## config.mk

```make
export PLATFORM = sky130hd
export DESIGN_NAME = tbac_node_flat
export DESIGN_NICKNAME = d
export VERILOG_FILES = /design/src/design/tbac_pkg.sv /design/src/design/tbac_if.sv /design/src/design/tbac_node.sv /design/src/flat_wrapper.sv
export SDC_FILE = /design/constraint.sdc
export NUM_CORES = 2
export LEC_CHECK = 0
export ABC_AREA = 1
export BUFFER_PORTS_ARGS = -buffer_cell sky130_fd_sc_hd__clkbuf_2
export CAP_MARGIN = 10
export CORE_MARGIN = 2
export CORE_UTILIZATION = 35
export CTS_BUF_LIST = sky130_fd_sc_hd__clkbuf_8 sky130_fd_sc_hd__clkbuf_16
export DETAILED_ROUTE_END_ITERATION = 12
export SYNTH_ARGS = -nofsm -noshare
export SYNTH_HDL_FRONTEND = slang
export SYNTH_SLANG_ARGS = --single-unit
```

## constraint.sdc

```tcl
create_clock -name ref_clk -period 7.9 [get_ports ref_clk]
set_input_delay 0.395 -clock ref_clk [delete_from_list [all_inputs] [get_ports ref_clk]]
set_output_delay 0.395 -clock ref_clk [all_outputs]
set_load 0.02 [all_outputs]
```

## src/design/tbac_pkg.sv

```systemverilog
`default_nettype none
package tbac_pkg;
  localparam int ADDR_W = 6;
  localparam int WORD_W = 16;
  // Bus frame kinds
  localparam logic [2:0] FT_LINK = 3'h0;
  localparam logic [2:0] FT_TOKEN = 3'h1;
  localparam logic [2:0] FT_DATA = 3'h2;
  localparam logic [2:0] FT_EVENT = 3'h3;
  localparam logic [2:0] FT_POLL = 3'h4;
  localparam logic [2:0] FT_ACK = 3'h5;
  localparam logic [2:0] FT_PARAM = 3'h6;
  localparam logic [2:0] FT_MEMB = 3'h7;
  // Network parameter defaults and ranges
  localparam logic [7:0] CYC_AUTO = 8'h00;
  localparam logic [7:0] CYC_MIN = 8'h05;
  localparam logic [5:0] MAX_NODE_DEF = 6'h3e;
  localparam logic [5:0] MAX_NODE_MIN = 6'h02;
  localparam logic [5:0] POLLS_DEF = 6'h04;
  localparam logic [5:0] POLLS_MIN = 6'h01;
  localparam logic [7:0] FRAMES_DEF = 8'h0a;
  localparam logic [7:0] FRAMES_MIN = 8'h05;
  localparam logic [6:0] NET_LOCAL = 7'h00;
  // Timing
  localparam int CLK_HZ = 10_000_000;
  localparam int CYC_UNIT_US = 1000;
  localparam int CYC_UNIT_CLKS = CYC_UNIT_US * (CLK_HZ / 1_000_000);
  localparam int TOKEN_LOSS_US = 2000;
  localparam int TOKEN_LOSS_CLKS = TOKEN_LOSS_US * (CLK_HZ / 1_000_000);
  localparam int POLL_WAIT_US = 20;
  localparam int POLL_WAIT_CLKS = POLL_WAIT_US * (CLK_HZ / 1_000_000);
  localparam int AVS_WAIT = 2;
  // Host register byte offsets
  localparam logic [8:0] R_CTRL = 9'h000;
  localparam logic [8:0] R_PARAM0 = 9'h004;
  localparam logic [8:0] R_PARAM1 = 9'h008;
  localparam logic [8:0] R_NET = 9'h00c;
  localparam logic [8:0] R_TXWORD = 9'h010;
  localparam logic [8:0] R_EVENT = 9'h014;
  localparam logic [8:0] R_STATUS = 9'h018;
  localparam logic [8:0] R_MEMB_LO = 9'h01c;
  localparam logic [8:0] R_MEMB_HI = 9'h020;
  localparam logic [8:0] R_RXBASE = 9'h100;
endpackage
`default_nettype wire

```

## src/design/tbac_if.sv

```systemverilog
`default_nettype none
interface tbac_if;
  logic param_wr;
  logic [7:0] p_cyc;
  logic [5:0] p_max_node;
  logic [5:0] p_polls;
  logic [7:0] p_frames;
  logic [6:0] net_addr;
  logic link_cmd;
  logic [15:0] tx_word;
  logic evt_req;
  logic [6:0] evt_net;
  logic [15:0] evt_data;
  logic evt_done;
  logic evt_err;
  logic [5:0] dl_rd_addr;
  logic [15:0] dl_rd_data;
  logic link_active;
  logic [5:0] poller_addr;
  logic [63:0] memb;
  modport node (input param_wr, p_cyc, p_max_node, p_polls, p_frames, net_addr, link_cmd, tx_word,
    evt_req, evt_net, evt_data, dl_rd_addr,
    output evt_done, evt_err, dl_rd_data, link_active, poller_addr, memb);
  modport host (output param_wr, p_cyc, p_max_node, p_polls, p_frames, net_addr, link_cmd, tx_word,
    evt_req, evt_net, evt_data, dl_rd_addr,
    input evt_done, evt_err, dl_rd_data, link_active, poller_addr, memb);
endinterface
`default_nettype wire

```

## src/design/tbac_node.sv

```systemverilog
`default_nettype none
module tbac_node #(
  parameter int CYC_UNIT_CLKS = tbac_pkg::CYC_UNIT_CLKS,
  parameter int TOKEN_LOSS_CLKS = tbac_pkg::TOKEN_LOSS_CLKS
) (
  input wire logic ref_clk,
  input wire logic srst,
  input wire logic ce,
  input wire logic [5:0] node_addr,
  tbac_if.node hif,
  input wire logic rx_valid,
  input wire logic [2:0] rx_type,
  input wire logic [5:0] rx_src,
  input wire logic [5:0] rx_dst,
  input wire logic [15:0] rx_data,
  output logic tx_valid,
  output logic [2:0] tx_type,
  output logic [5:0] tx_src,
  output logic [5:0] tx_dst,
  output logic [15:0] tx_data
);
  typedef enum logic [5:0] {
    S_LISTEN = 6'h01, S_HOLD = 6'h02, S_POLL = 6'h04, S_PWAIT = 6'h08, S_BCAST = 6'h10, S_CWAIT = 6'h20
  } tbac_state_t;

  function automatic logic [5:0] next_above(input logic [63:0] m, input logic [5:0] a, input logic [5:0] lim);
    logic [5:0] r;
    r = 6'h00;
    for (int i = 62; i >= 1; i--) begin
      if (6'(i) > a && 6'(i) <= lim && m[i]) begin
        r = 6'(i);
      end
    end
    return r;
  endfunction

  ////////////////////////////////////////////////////////////////
  tbac_state_t state_reg;
  logic [63:0] memb_reg;
  logic [5:0] poller_reg;
  logic [7:0] own_cyc_reg, rem_cyc_reg, link_cyc_reg;
  logic [5:0] own_max_reg, rem_max_reg;
  logic [5:0] own_polls_reg, rem_polls_reg;
  logic [7:0] own_frames_reg, rem_frames_reg;
  logic link_on_reg, data_sent_reg;
  logic [7:0] evt_cnt_reg;
  logic [5:0] poll_ptr_reg, poll_cur_reg, poll_cnt_reg;
  logic [2:0] widx_reg;
  logic [31:0] tl_cnt_reg, cyc_cnt_reg, pw_cnt_reg;
  logic [15:0] dl_mem [64];

  logic is_poller;
  logic [7:0] a_cyc, a_frames, evt_allow;
  logic [5:0] a_max, a_polls, nxt, lowest;
  logic tok_in, evt_local;
  logic [31:0] cyc_len;
  assign is_poller = (poller_reg == node_addr);
  // Only the polling node's parameter set governs
  assign a_cyc = is_poller ? own_cyc_reg : rem_cyc_reg;
  assign a_max = is_poller ? own_max_reg : rem_max_reg;
  assign a_polls = is_poller ? own_polls_reg : rem_polls_reg;
  assign a_frames = is_poller ? own_frames_reg : rem_frames_reg;
  // Ten frames give four events, each three more add one
  assign evt_allow = 8'((10'(a_frames) + 10'd2) / 10'd3);
  assign nxt = next_above(memb_reg, node_addr, a_max);
  assign lowest = next_above(memb_reg, 6'h00, a_max);
  assign tok_in = rx_valid && rx_type == tbac_pkg::FT_TOKEN && rx_dst == node_addr;
  assign evt_local = hif.evt_net == tbac_pkg::NET_LOCAL || hif.evt_net == hif.net_addr;
  // Timer length comes from the startup node's link parameters
  assign cyc_len = 32'(link_cyc_reg) * 32'(CYC_UNIT_CLKS);

  ////////////////////////////////////////////////////////////////
  // Stored parameters change at once on a host write, no restart
  always_ff @(posedge ref_clk) begin
    if (srst) begin
      own_cyc_reg <= tbac_pkg::CYC_AUTO;
      own_max_reg <= tbac_pkg::MAX_NODE_DEF;
      own_polls_reg <= tbac_pkg::POLLS_DEF;
      own_frames_reg <= tbac_pkg::FRAMES_DEF;
    end else if (ce && hif.param_wr) begin
      own_cyc_reg <= hif.p_cyc;
      own_max_reg <= hif.p_max_node;
      own_polls_reg <= hif.p_polls;
      own_frames_reg <= hif.p_frames;
    end
  end

  // Received link words for the host to collect
  always_ff @(posedge ref_clk) begin
    if (ce && rx_valid && rx_type == tbac_pkg::FT_DATA) begin
      dl_mem[rx_src] <= rx_data;
    end
  end

  always_ff @(posedge ref_clk) begin
    if (srst) begin
      hif.dl_rd_data <= 16'h0000;
      hif.link_active <= 1'b0;
      hif.poller_addr <= 6'h00;
      hif.memb <= 64'h0;
    end else if (ce) begin
      hif.dl_rd_data <= dl_mem[hif.dl_rd_addr];
      hif.link_active <= link_on_reg;
      hif.poller_addr <= poller_reg;
      hif.memb <= memb_reg;
    end
  end

  ////////////////////////////////////////////////////////////////
  // Token, polling and broadcast sequencing
  always_ff @(posedge ref_clk) begin
    if (srst) begin
      state_reg <= S_LISTEN;
      memb_reg <= 64'h0;
      poller_reg <= 6'h00;
      rem_cyc_reg <= tbac_pkg::CYC_AUTO;
      rem_max_reg <= tbac_pkg::MAX_NODE_DEF;
      rem_polls_reg <= tbac_pkg::POLLS_DEF;
      rem_frames_reg <= tbac_pkg::FRAMES_DEF;
      link_cyc_reg <= tbac_pkg::CYC_AUTO;
      link_on_reg <= 1'b0;
      data_sent_reg <= 1'b0;
      evt_cnt_reg <= 8'h00;
      poll_ptr_reg <= 6'h01;
      poll_cur_reg <= 6'h00;
      poll_cnt_reg <= 6'h00;
      widx_reg <= 3'h0;
      tl_cnt_reg <= 32'h0;
      cyc_cnt_reg <= 32'h0;
      pw_cnt_reg <= 32'h0;
      tx_valid <= 1'b0;
      tx_type <= tbac_pkg::FT_LINK;
      tx_src <= 6'h00;
      tx_dst <= 6'h00;
      tx_data <= 16'h0000;
      hif.evt_done <= 1'b0;
      hif.evt_err <= 1'b0;
    end else if (ce) begin
      tx_valid <= 1'b0;
      tx_src <= node_addr;
      hif.evt_done <= 1'b0;
      memb_reg[node_addr] <= 1'b1;
      cyc_cnt_reg <= cyc_cnt_reg + 32'd1;
      // Silence counts only while waiting for the token, so a long poll phase is not taken for a loss
      tl_cnt_reg <= (rx_valid || state_reg != S_LISTEN) ? 32'h0 : tl_cnt_reg + 32'd1;
      if (rx_valid) begin
        case (rx_type)
          tbac_pkg::FT_EVENT: evt_cnt_reg <= evt_cnt_reg + 8'd1;
          tbac_pkg::FT_LINK: begin
            link_on_reg <= rx_data[8];
            link_cyc_reg <= rx_data[7:0];
          end
          tbac_pkg::FT_PARAM: begin
            if (rx_dst[0]) begin
              rem_frames_reg <= rx_data[15:8];
              rem_polls_reg <= rx_data[5:0];
            end else begin
              rem_cyc_reg <= rx_data[15:8];
              rem_max_reg <= rx_data[5:0];
            end
          end
          tbac_pkg::FT_MEMB: begin
            memb_reg[rx_dst[1:0] * 16 +: 16] <= rx_data;
            poller_reg <= rx_src;
            evt_cnt_reg <= 8'h00;
          end
          tbac_pkg::FT_POLL: begin
            // Nodes above the maximum address stay silent
            if (rx_dst == node_addr && node_addr <= a_max) begin
              tx_valid <= 1'b1;
              tx_type <= tbac_pkg::FT_ACK;
              tx_dst <= rx_src;
            end
          end
          default: ;
        endcase
      end
      case (state_reg)
        S_LISTEN: begin
          if (tok_in) begin
            data_sent_reg <= 1'b0;
            // Returned token from above closes the token cycle
            if (is_poller && rx_src > node_addr) begin
              poll_cnt_reg <= 6'h00;
              state_reg <= S_POLL;
            end else begin
              cyc_cnt_reg <= 32'h0;
              state_reg <= S_HOLD;
            end
          end else if (tl_cnt_reg >= 32'(TOKEN_LOSS_CLKS)) begin
            // Silent poller dropped; next higher participant takes over
            tl_cnt_reg <= 32'h0;
            if (!is_poller) begin
              memb_reg[poller_reg] <= 1'b0;
              poller_reg <= next_above(memb_reg, poller_reg, a_max);
              if (next_above(memb_reg, poller_reg, a_max) == node_addr) begin
                cyc_cnt_reg <= 32'h0;
                data_sent_reg <= 1'b0;
                state_reg <= S_HOLD;
              end
            end else begin
              poll_cnt_reg <= 6'h00;
              state_reg <= S_POLL;
            end
          end
        end
        S_HOLD: begin
          // Link, data and event frames below are sent only from this state; tokens also go out from S_CWAIT
          tx_valid <= 1'b1;
          if (hif.link_cmd != link_on_reg) begin
            tx_type <= tbac_pkg::FT_LINK;
            tx_dst <= 6'h00;
            tx_data <= {7'h00, hif.link_cmd, own_cyc_reg};
            link_on_reg <= hif.link_cmd;
            link_cyc_reg <= own_cyc_reg;
          end else if (link_on_reg && !data_sent_reg) begin
            tx_type <= tbac_pkg::FT_DATA;
            tx_dst <= 6'h00;
            tx_data <= hif.tx_word;
            data_sent_reg <= 1'b1;
          end else if (hif.evt_req && !hif.evt_done && (evt_cnt_reg < evt_allow || !link_on_reg)) begin
            hif.evt_done <= 1'b1;
            hif.evt_err <= !evt_local;
            tx_valid <= evt_local;
            tx_type <= tbac_pkg::FT_EVENT;
            tx_dst <= 6'h00;
            tx_data <= hif.evt_data;
            evt_cnt_reg <= evt_cnt_reg + 8'(evt_local);
          end else if (nxt != 6'h00) begin
            tx_type <= tbac_pkg::FT_TOKEN;
            tx_dst <= nxt;
            state_reg <= S_LISTEN;
          end else if (is_poller) begin
            tx_valid <= 1'b0;
            poll_cnt_reg <= 6'h00;
            state_reg <= S_POLL;
          end else begin
            tx_type <= tbac_pkg::FT_TOKEN;
            tx_dst <= lowest;
            state_reg <= S_LISTEN;
          end
        end
        S_POLL: begin
          if (poll_cnt_reg >= a_polls) begin
            widx_reg <= 3'h0;
            state_reg <= S_BCAST;
          end else begin
            poll_ptr_reg <= (poll_ptr_reg >= a_max) ? 6'h01 : poll_ptr_reg + 6'd1;
            // Skipping our own address uses up no poll; a degenerate range still ends the phase
            if (poll_ptr_reg != node_addr && poll_ptr_reg <= a_max) begin
              poll_cnt_reg <= poll_cnt_reg + 6'd1;
              tx_valid <= 1'b1;
              tx_type <= tbac_pkg::FT_POLL;
              tx_dst <= poll_ptr_reg;
              poll_cur_reg <= poll_ptr_reg;
              pw_cnt_reg <= 32'h0;
              state_reg <= S_PWAIT;
            end else if (a_max < tbac_pkg::MAX_NODE_MIN) begin
              poll_cnt_reg <= poll_cnt_reg + 6'd1;
            end
          end
        end
        S_PWAIT: begin
          pw_cnt_reg <= pw_cnt_reg + 32'd1;
          if (rx_valid && rx_type == tbac_pkg::FT_ACK && rx_src == poll_cur_reg) begin
            memb_reg[poll_cur_reg] <= 1'b1;
            state_reg <= S_POLL;
          end else if (pw_cnt_reg >= 32'(tbac_pkg::POLL_WAIT_CLKS)) begin
            memb_reg[poll_cur_reg] <= 1'b0;
            state_reg <= S_POLL;
          end
        end
        S_BCAST: begin
          // Four membership words, then two parameter words
          tx_valid <= 1'b1;
          widx_reg <= widx_reg + 3'd1;
          if (widx_reg < 3'h4) begin
            tx_type <= tbac_pkg::FT_MEMB;
            tx_dst <= {4'h0, widx_reg[1:0]};
            tx_data <= memb_reg[widx_reg[1:0] * 16 +: 16];
          end else begin
            tx_type <= tbac_pkg::FT_PARAM;
            tx_dst <= {5'h00, widx_reg[0]};
            tx_data <= widx_reg[0] ? {own_frames_reg, 2'b00, own_polls_reg} : {own_cyc_reg, 2'b00, own_max_reg};
            if (widx_reg[0]) begin
              evt_cnt_reg <= 8'h00;
              state_reg <= S_CWAIT;
            end
          end
        end
        S_CWAIT: begin
          tx_valid <= 1'b0;
          if (lowest != node_addr && lowest != 6'h00) begin
            // A lower node has joined: hand it the polling role
            poller_reg <= lowest;
            tx_valid <= 1'b1;
            tx_type <= tbac_pkg::FT_TOKEN;
            tx_dst <= lowest;
            state_reg <= S_LISTEN;
          end else if (!link_on_reg || link_cyc_reg < tbac_pkg::CYC_MIN || cyc_cnt_reg >= cyc_len) begin
            // Fixed cycle held only while linking with a set time
            cyc_cnt_reg <= 32'h0;
            data_sent_reg <= 1'b0;
            state_reg <= S_HOLD;
          end
        end
        default: state_reg <= S_LISTEN;
      endcase
    end
  end
endmodule
`default_nettype wire

```

## src/flat_wrapper.sv

```systemverilog
// flat-port wrapper written by rule: the top's interface ports become plain ports
module tbac_node_flat 
#(
  parameter int CYC_UNIT_CLKS = tbac_pkg::CYC_UNIT_CLKS,
  parameter int TOKEN_LOSS_CLKS = tbac_pkg::TOKEN_LOSS_CLKS
)
  (ref_clk, srst, ce, node_addr, rx_valid, rx_type, rx_src, rx_dst, rx_data, tx_valid, tx_type, tx_src, tx_dst, tx_data, hif_param_wr, hif_p_cyc, hif_p_max_node, hif_p_polls, hif_p_frames, hif_net_addr, hif_link_cmd, hif_tx_word, hif_evt_req, hif_evt_net, hif_evt_data, hif_dl_rd_addr, hif_evt_done, hif_evt_err, hif_dl_rd_data, hif_link_active, hif_poller_addr, hif_memb);
  tbac_if hif_i ();
  input wire logic ref_clk;
  input wire logic srst;
  input wire logic ce;
  input wire logic [5:0] node_addr;
  input wire logic rx_valid;
  input wire logic [2:0] rx_type;
  input wire logic [5:0] rx_src;
  input wire logic [5:0] rx_dst;
  input wire logic [15:0] rx_data;
  output logic tx_valid;
  output logic [2:0] tx_type;
  output logic [5:0] tx_src;
  output logic [5:0] tx_dst;
  output logic [15:0] tx_data;
  input wire logic [$bits(hif_i.param_wr)-1:0] hif_param_wr;
  input wire logic [$bits(hif_i.p_cyc)-1:0] hif_p_cyc;
  input wire logic [$bits(hif_i.p_max_node)-1:0] hif_p_max_node;
  input wire logic [$bits(hif_i.p_polls)-1:0] hif_p_polls;
  input wire logic [$bits(hif_i.p_frames)-1:0] hif_p_frames;
  input wire logic [$bits(hif_i.net_addr)-1:0] hif_net_addr;
  input wire logic [$bits(hif_i.link_cmd)-1:0] hif_link_cmd;
  input wire logic [$bits(hif_i.tx_word)-1:0] hif_tx_word;
  input wire logic [$bits(hif_i.evt_req)-1:0] hif_evt_req;
  input wire logic [$bits(hif_i.evt_net)-1:0] hif_evt_net;
  input wire logic [$bits(hif_i.evt_data)-1:0] hif_evt_data;
  input wire logic [$bits(hif_i.dl_rd_addr)-1:0] hif_dl_rd_addr;
  output wire logic [$bits(hif_i.evt_done)-1:0] hif_evt_done;
  output wire logic [$bits(hif_i.evt_err)-1:0] hif_evt_err;
  output wire logic [$bits(hif_i.dl_rd_data)-1:0] hif_dl_rd_data;
  output wire logic [$bits(hif_i.link_active)-1:0] hif_link_active;
  output wire logic [$bits(hif_i.poller_addr)-1:0] hif_poller_addr;
  output wire logic [$bits(hif_i.memb)-1:0] hif_memb;
  assign hif_i.param_wr = hif_param_wr;
  assign hif_i.p_cyc = hif_p_cyc;
  assign hif_i.p_max_node = hif_p_max_node;
  assign hif_i.p_polls = hif_p_polls;
  assign hif_i.p_frames = hif_p_frames;
  assign hif_i.net_addr = hif_net_addr;
  assign hif_i.link_cmd = hif_link_cmd;
  assign hif_i.tx_word = hif_tx_word;
  assign hif_i.evt_req = hif_evt_req;
  assign hif_i.evt_net = hif_evt_net;
  assign hif_i.evt_data = hif_evt_data;
  assign hif_i.dl_rd_addr = hif_dl_rd_addr;
  assign hif_evt_done = hif_i.evt_done;
  assign hif_evt_err = hif_i.evt_err;
  assign hif_dl_rd_data = hif_i.dl_rd_data;
  assign hif_link_active = hif_i.link_active;
  assign hif_poller_addr = hif_i.poller_addr;
  assign hif_memb = hif_i.memb;
  tbac_node #(.CYC_UNIT_CLKS(CYC_UNIT_CLKS), .TOKEN_LOSS_CLKS(TOKEN_LOSS_CLKS)) u_core (.ref_clk(ref_clk), .srst(srst), .ce(ce), .node_addr(node_addr), .hif(hif_i), .rx_valid(rx_valid), .rx_type(rx_type), .rx_src(rx_src), .rx_dst(rx_dst), .rx_data(rx_data), .tx_valid(tx_valid), .tx_type(tx_type), .tx_src(tx_src), .tx_dst(tx_dst), .tx_data(tx_data));
endmodule
```

Word-level counts from Yosys, hierarchy flattened:

Memory sizes are Yosys's and may differ from the RTL's. A register that Yosys moved wholly into a read port is not among the register bits.
Cells that the tools add are included.

* muxes and demuxes: 343
* bitwise operators: 10
* divide/modulo/power cells: 1
* reduce and logical (&&, ||, !) cells: 356
* multiply operators: 1
* order comparisons: 204
* shift operators: 3
* equality and inequality tests: 44
* add/subtract/negate cells: 10

Operator list (number)
* 6-bit two-way mux: 239
* 64-bit two-way mux: 9
* 32-bit two-way mux: 13
* 6-bit greater-than comparator (first input constant): 62
* 1-bit logical AND: 327
* 5-bit by 6-bit greater-than comparator with 1-bit output (first input constant): 32
* 6-bit less-or-equal comparator (first input constant): 31
* 64-bit bitwise AND: 2
* 64-bit inverter: 2
* 64-bit bitwise OR: 2
* 32-bit one-hot mux with 2 select lines: 2
* 64-bit one-hot mux with 2 select lines: 1
* 32-bit by 1-bit adder with 32-bit output (second input constant): 3
* 4-bit by 6-bit greater-than comparator with 1-bit output (first input constant): 16
* 5-bit by 6-bit less-or-equal comparator with 1-bit output (first input constant): 16
* 8-bit two-way mux: 11
* 16-bit two-way mux: 5
* 64-bit bitwise mux: 1
* 16-bit by 34-bit variable shift with 64-bit output (first input constant): 1
* 16-bit by 34-bit variable part select with 64-bit output: 1
* 64-bit by 7-bit variable part select with 16-bit output: 1
* 3-bit by 6-bit greater-than comparator with 1-bit output (first input constant): 8
* 4-bit by 6-bit less-or-equal comparator with 1-bit output (first input constant): 8
* 3-bit two-way mux: 14
* 71 further kinds: 165

* memories kept: 1
* output and inout bits: 121
* input bits: 124
* word-level logic and storage cells: 1004
* memory bits (writable): 1024
* flip-flop bits (word level): 364

Memories
* u_core.dl_mem: depth 64, bits a word 16, rd ports 1, clocked after Yosys merged registers in 1, write ports 1, RTL line tbac_node.sv:50 `logic [15:0] dl_mem [64];`

Depth between registers and ports, before layout:

* depth after elaboration: 79
* mapped depth: 80
* gate-level depth less buffers: 77

Least setup slack after synthesis:

OpenSTA, ideal clock, no wires.

* kind: input-to-reg
* start point: input node_addr[0]
* end point: register u_core.tx_data[11]
* data required time: 7.830 ns
* path slack: 1.676 ns
* setup time: 0.070 ns
* arrival: 6.154 ns
* path buffers: 3
* stages: 54
* path through: buf_2 -> inv_2 -> nand2_1 -> nand2_1 -> nor2_4 -> nand3_4 -> buf_6 -> nand2_1 -> o21ai_2 -> inv_1 -> ha_1 -> inv_1 -> nor2_1 -> inv_1 -> nor2_1 -> xor2_1 -> nand3_1 -> nand2_1 -> [18 not listed] -> inv_1 -> nand4_1 -> a21oi_1 -> ha_1 -> nand2_1 -> nand2_1 -> nand2_1 -> nand2_1 -> nand2_1 -> nand2_2 -> nand2_4 -> a21oi_4 -> inv_2 -> nand3_2 -> inv_2 -> buf_6 -> o21ai_1 -> a21oi_1

* word-level cells in the longest chain between the ends: 9

RTL lines
* from (decl): RTL line flat_wrapper.sv:12 `input wire logic [5:0] node_addr;`
* 6-bit == test: RTL line tbac_node.sv:57 `assign is_poller = (poller_reg == node_addr);`
* 8-bit two-way mux: RTL line tbac_node.sv:62 `assign a_frames = is_poller ? own_frames_reg : rem_frames_reg;`
* 8-bit by 2-bit adder with 9-bit output: RTL line tbac_node.sv:64 `assign evt_allow = 8'((10'(a_frames) + 10'd2) / 10'd3);`
* 10-bit by 2-bit divider with 10-bit output: RTL line tbac_node.sv:64
* 8-bit < comparator: RTL line tbac_node.sv:221 `end else if (hif.evt_req && !hif.evt_done && (evt_cnt_reg < evt_allow || !link_on_reg)) begin`
* 1-bit logical OR: RTL line tbac_node.sv:221
* 1-bit logical AND: RTL line tbac_node.sv:221
* 4-bit by 1-bit inequality test with 1-bit output (no source line)
* 3-bit AND reduction (no source line)
* to (signal assigned): RTL line tbac_node.sv:213 `tx_data <= {7'h00, hif.link_cmd, own_cyc_reg};`
* to (signal assigned): RTL line tbac_node.sv:219 `tx_data <= hif.tx_word;`
* to (signal assigned): RTL line tbac_node.sv:227 `tx_data <= hif.evt_data;`
* to (decl): RTL line tbac_node.sv:20 `output logic [15:0] tx_data`

Every way passes these cells.
A chain may end at the register's enable or synchronous reset.

Worst setup path in the final report:

* start point: register u_core.poller_reg[3]
* end point: register u_core.cyc_cnt_reg[0]

* word-level cells in the longest chain between the ends: 79
* elaborated cells on any way between the ends: 454
* classes of those cells: order compare: 124; eq/ne: 3; mux: 138; reduce/logical: 189

RTL lines
* from (decl): RTL line tbac_node.sv:40 `logic [5:0] poller_reg;`
* from (signal assigned): RTL line tbac_node.sv:164 `poller_reg <= rx_src;`
* from (signal assigned): RTL line tbac_node.sv:195 `poller_reg <= next_above(memb_reg, poller_reg, a_max);`
* from (signal assigned): RTL line tbac_node.sv:295 `poller_reg <= lowest;`
* 6-bit == test: RTL line tbac_node.sv:57
* 6-bit two-way mux: RTL line tbac_node.sv:60 `assign a_max = is_poller ? own_max_reg : rem_max_reg;`
* 6-bit less-or-equal comparator: RTL line tbac_node.sv:30 `if (6'(i) > a && 6'(i) <= lim && m[i]) begin`
* 1-bit logical AND (2 in a row): RTL line tbac_node.sv:30
* 6-bit two-way mux (62 in a row): RTL line tbac_node.sv:30
* 6-bit two-way mux: RTL line tbac_node.sv:193 `if (!is_poller) begin`
* 6-bit two-way mux: RTL line tbac_node.sv:190 `end else if (tl_cnt_reg >= 32'(TOKEN_LOSS_CLKS)) begin`
* 6-bit two-way mux: RTL line tbac_node.sv:180 `if (tok_in) begin`
* 6-bit two-way mux: RTL line tbac_node.sv:178 `case (state_reg)`
* 6-bit two-way mux: RTL line tbac_node.sv:138 `end else if (ce) begin`
* 6-bit two-way mux: RTL line tbac_node.sv:112 `if (srst) begin`
* 6-bit == test: RTL line tbac_node.sv:196 `if (next_above(memb_reg, poller_reg, a_max) == node_addr) begin`
* 32-bit two-way mux: RTL line tbac_node.sv:196
* 32-bit two-way mux: RTL line tbac_node.sv:193
* 32-bit two-way mux: RTL line tbac_node.sv:190
* 32-bit two-way mux: RTL line tbac_node.sv:180
* 32-bit one-hot mux with 2 select lines (*): RTL line tbac_node.sv:178
* to (signal assigned): RTL line tbac_node.sv:143 `cyc_cnt_reg <= cyc_cnt_reg + 32'd1;`
* to (decl): RTL line tbac_node.sv:49 `logic [31:0] tl_cnt_reg, cyc_cnt_reg, pw_cnt_reg;`

Mark *: on every way between the ends. The rest lies on a longest branch, timed or not. The select of a mux whose other input is x is not followed.

==> results.ini <==
[critical_path]
arrival_ps=7930
r2r-start=u_core.poller_reg[3]$_SDFFE_PP0P_
reg2reg_depth=44
crit_fanout=26
slowest_stage=dfxtp_1
start_kind=flop
crit_type=reg -> reg
cpPeakStageDelay_ps=350
endpoint_kind=flop
reg2reg_slack_ps=700
rr_endpoint=u_core.cyc_cnt_reg[0]$_SDFFE_PP0P_
required_ps=8640
crit_top_cell=nand2_1

[floorplan]
core-area_um2=195000
die_w_um=448
rows=162
die-area_um2=200000
start_util=0.353
ios=245
die_y_um=448

[drt]
avgRoutedWirePerCell_um=27.5
totalWireLength_um=295000
vias_per_cell=5.74
drt-pass1-iter-count=7
drt_iter0_drc=7405
ant_nets=0
drc_errors=0
vias=61563

[cells_and_area]
drive_gt1_frac=0.104
layout_common_cells=nor2_1 (1210), o21ai_0 (1126), edfxtp_1 (1024), nand2_1 (915), inv_1 (711)
fin_area_um2=79300
n_fill_cell=19203
finish.net_count=8210
final_cells=10720
largest_reg_flops=1024
syn2layout_area_growth_pct=15.1
layout_commonest_cell=nor2_1

[place]
dp_cells=10391
portBuffers=244
placed_area_um2=73800
dp_hpwl_um=206000
gp_congestion=1.06

[power]
power_density_nw_per_um2=218
vdd_drop_max_mv=0.241
p_leak_nw=29.5

[timing]
timing.final.crit_share=0.911
maxSlewHeadroom=0.161
setup_viol=0
drv_slew=0
setup_tns_ps=0
fin_skew_ps=52.1
finalHoldViolCount=0
worst_slew_pin_slew_ps=1250
rsz0062_at_grt=no
period_needed_ps=7200
fmax_ghz=0.139

[clock_network]
cts_sinks=1404
clockRootBuffer=clkbuf_16
htreeDepth=4
clkLatencyLatePin_ps=850
cts_tree=done
cts_buffer_depth=3
clk_pin_slew_ps=60
cts_buffers=154

[global_routing]
overflow=0
grt_use_total=0.286
grt_start_max_net_pins=154
grt_pass1_vias=56847
grt_pass1_wl_um=415000
antenna_found_initial=21

[min_path]
min_to=u_core.dl_mem[20][3]$_DFFE_PP_
hold_path_depth=1
hp-class=in -> reg
holdCritStartpoint=rx_data[3]

[logic_synthesis]
synth_cell_type_count=71
ys_ff_latch=1404
synth.net_count=7952
synthArstFlopShare=0
syn-instance-count=7706
post_synth.cell_area_avg_um2=8.94
ys_seq_area_frac=0.557
ys.flop_type=edfxtp_1
netlist_area_um2=68900
yosys_warnings=0
synth_edf_count=1024

[flow_run]
maxCapViolCount=0

[status]
outcome=finished clean

==> synth_stat cells (all sizes together), types with 67 or more instances <==
library cell	number	area share
a21oi	429	0.032
nor2	1227	0.068
inv	703	0.038
a221oi	69	0.0088
nand3	216	0.016
clkbuf	395	0.022
o21ai	1146	0.084
o211ai	69	0.0076
nor3	165	0.012
o22ai	295	0.027
ha	110	0.020
a31oi	118	0.011
edfxtp	1024	0.45
nand4	67	0.0061
dfxtp	380	0.11
nand2	934	0.052
==> kinds of logic (layout without fill, tap and decap cells) <==
logic type / after synthesis / in the layout / synth area share
AND/OR/NAND/NOR: 2688 / 2688 / 0.161
other: 1 / 7 / 0.0000544
adder cells (fa/ha/maj): 122 / 122 / 0.0235
multiplexers: 1 / 1 / 0.000145
XOR/XNOR: 51 / 51 / 0.00670
AO/OA/AOI/OAI: 2294 / 2294 / 0.189
buffers and inverters: 1145 / 1529 / 0.0629
flip-flops: 1404 / 1404 / 0.557
==> worst max-delay path by stage <==
stage | start | endpoint | depth (start not counted)
final | u_core.poller_reg[3]$_SDFFE_PP0P_ | u_core.cyc_cnt_reg[0]$_SDFFE_PP0P_ | 44
after global routing | u_core.poller_reg[2]$_SDFFE_PP0P_ | u_core.state_reg[2]$_SDFFE_PP0P_ | 54
after CTS | u_core.poller_reg[5]$_SDFFE_PP0P_ | u_core.cyc_cnt_reg[0]$_SDFFE_PP0P_ | 41
after detailed placement | node_addr[2] | u_core.cyc_cnt_reg[0]$_SDFFE_PP0P_ | 42
after global placement | node_addr[2] | u_core.cyc_cnt_reg[0]$_SDFFE_PP0P_ | 42
after floorplan | node_addr[0] | u_core.tx_data[11]$_SDFFE_PP0P_ | 54
==> critical path, delay by kind of cell, from the launching register on <==
kind | cells | cell delay [ps]
buffers and inverters | 6 | 940
AO/OA/AOI/OAI | 15 | 2230
flip-flops | 1 | 350
AND/OR/NAND/NOR | 23 | 3590
==> metrics by stage <==
step / hold slack (ps) / worst slack [ps] / power [mW] / util
3_3_place_gp: 424 / 317 / 10.2 / 0.378
6_report: 72.7 / 703 / 17.3 / 0.406
5_1_grt: 29.6 / 25.2 / 17.8 / 0.406
2_1_floorplan: 414 / 1680 / 9.26 / -
3_5_place_dp: 429 / 281 / 10.2 / 0.378
4_1_cts: 12.3 / 476 / 17.3 / 0.406
==> report_power, final <==
part / switching [mW] / internal, mW
sequential: 0.0800 / 7.97
clock: 3.15 / 4.08
combinational: 1.49 / 0.530
total: 4.71 / 12.6
==> repair_timing <==
item,4_1_cts,5_1_grt
gates resized for setup,0,20
endpoints found under the hold margin,53,0
buffers inserted,0,6
hold buffers,32,0
setup endpoints to repair,0,78
==> final cells by class <==
cell class	count	area [um^2]	area share
antenna	6	15.0	0.000189
clock buffer	166	4040	0.0509
clock inverter	116	1020	0.0129
inverter	718	2740	0.0346
multi-input combinational	5157	26300	0.332
sequential	1404	38400	0.484
tap	2624	3280	0.0414
timing repair buffer	528	3550	0.0447
timing repair inverter	1	8.76	0.000110
==> metal layers <==
metal / part of all wire / global-route usage
met3: 0.089 / 0.0557
met1: 0.41 / 0.385
met2: 0.44 / 0.440
met5: 0.00018 / 0
met4: 0.055 / 0.140
Note: power is estimated with default switching activity, not from simulation.
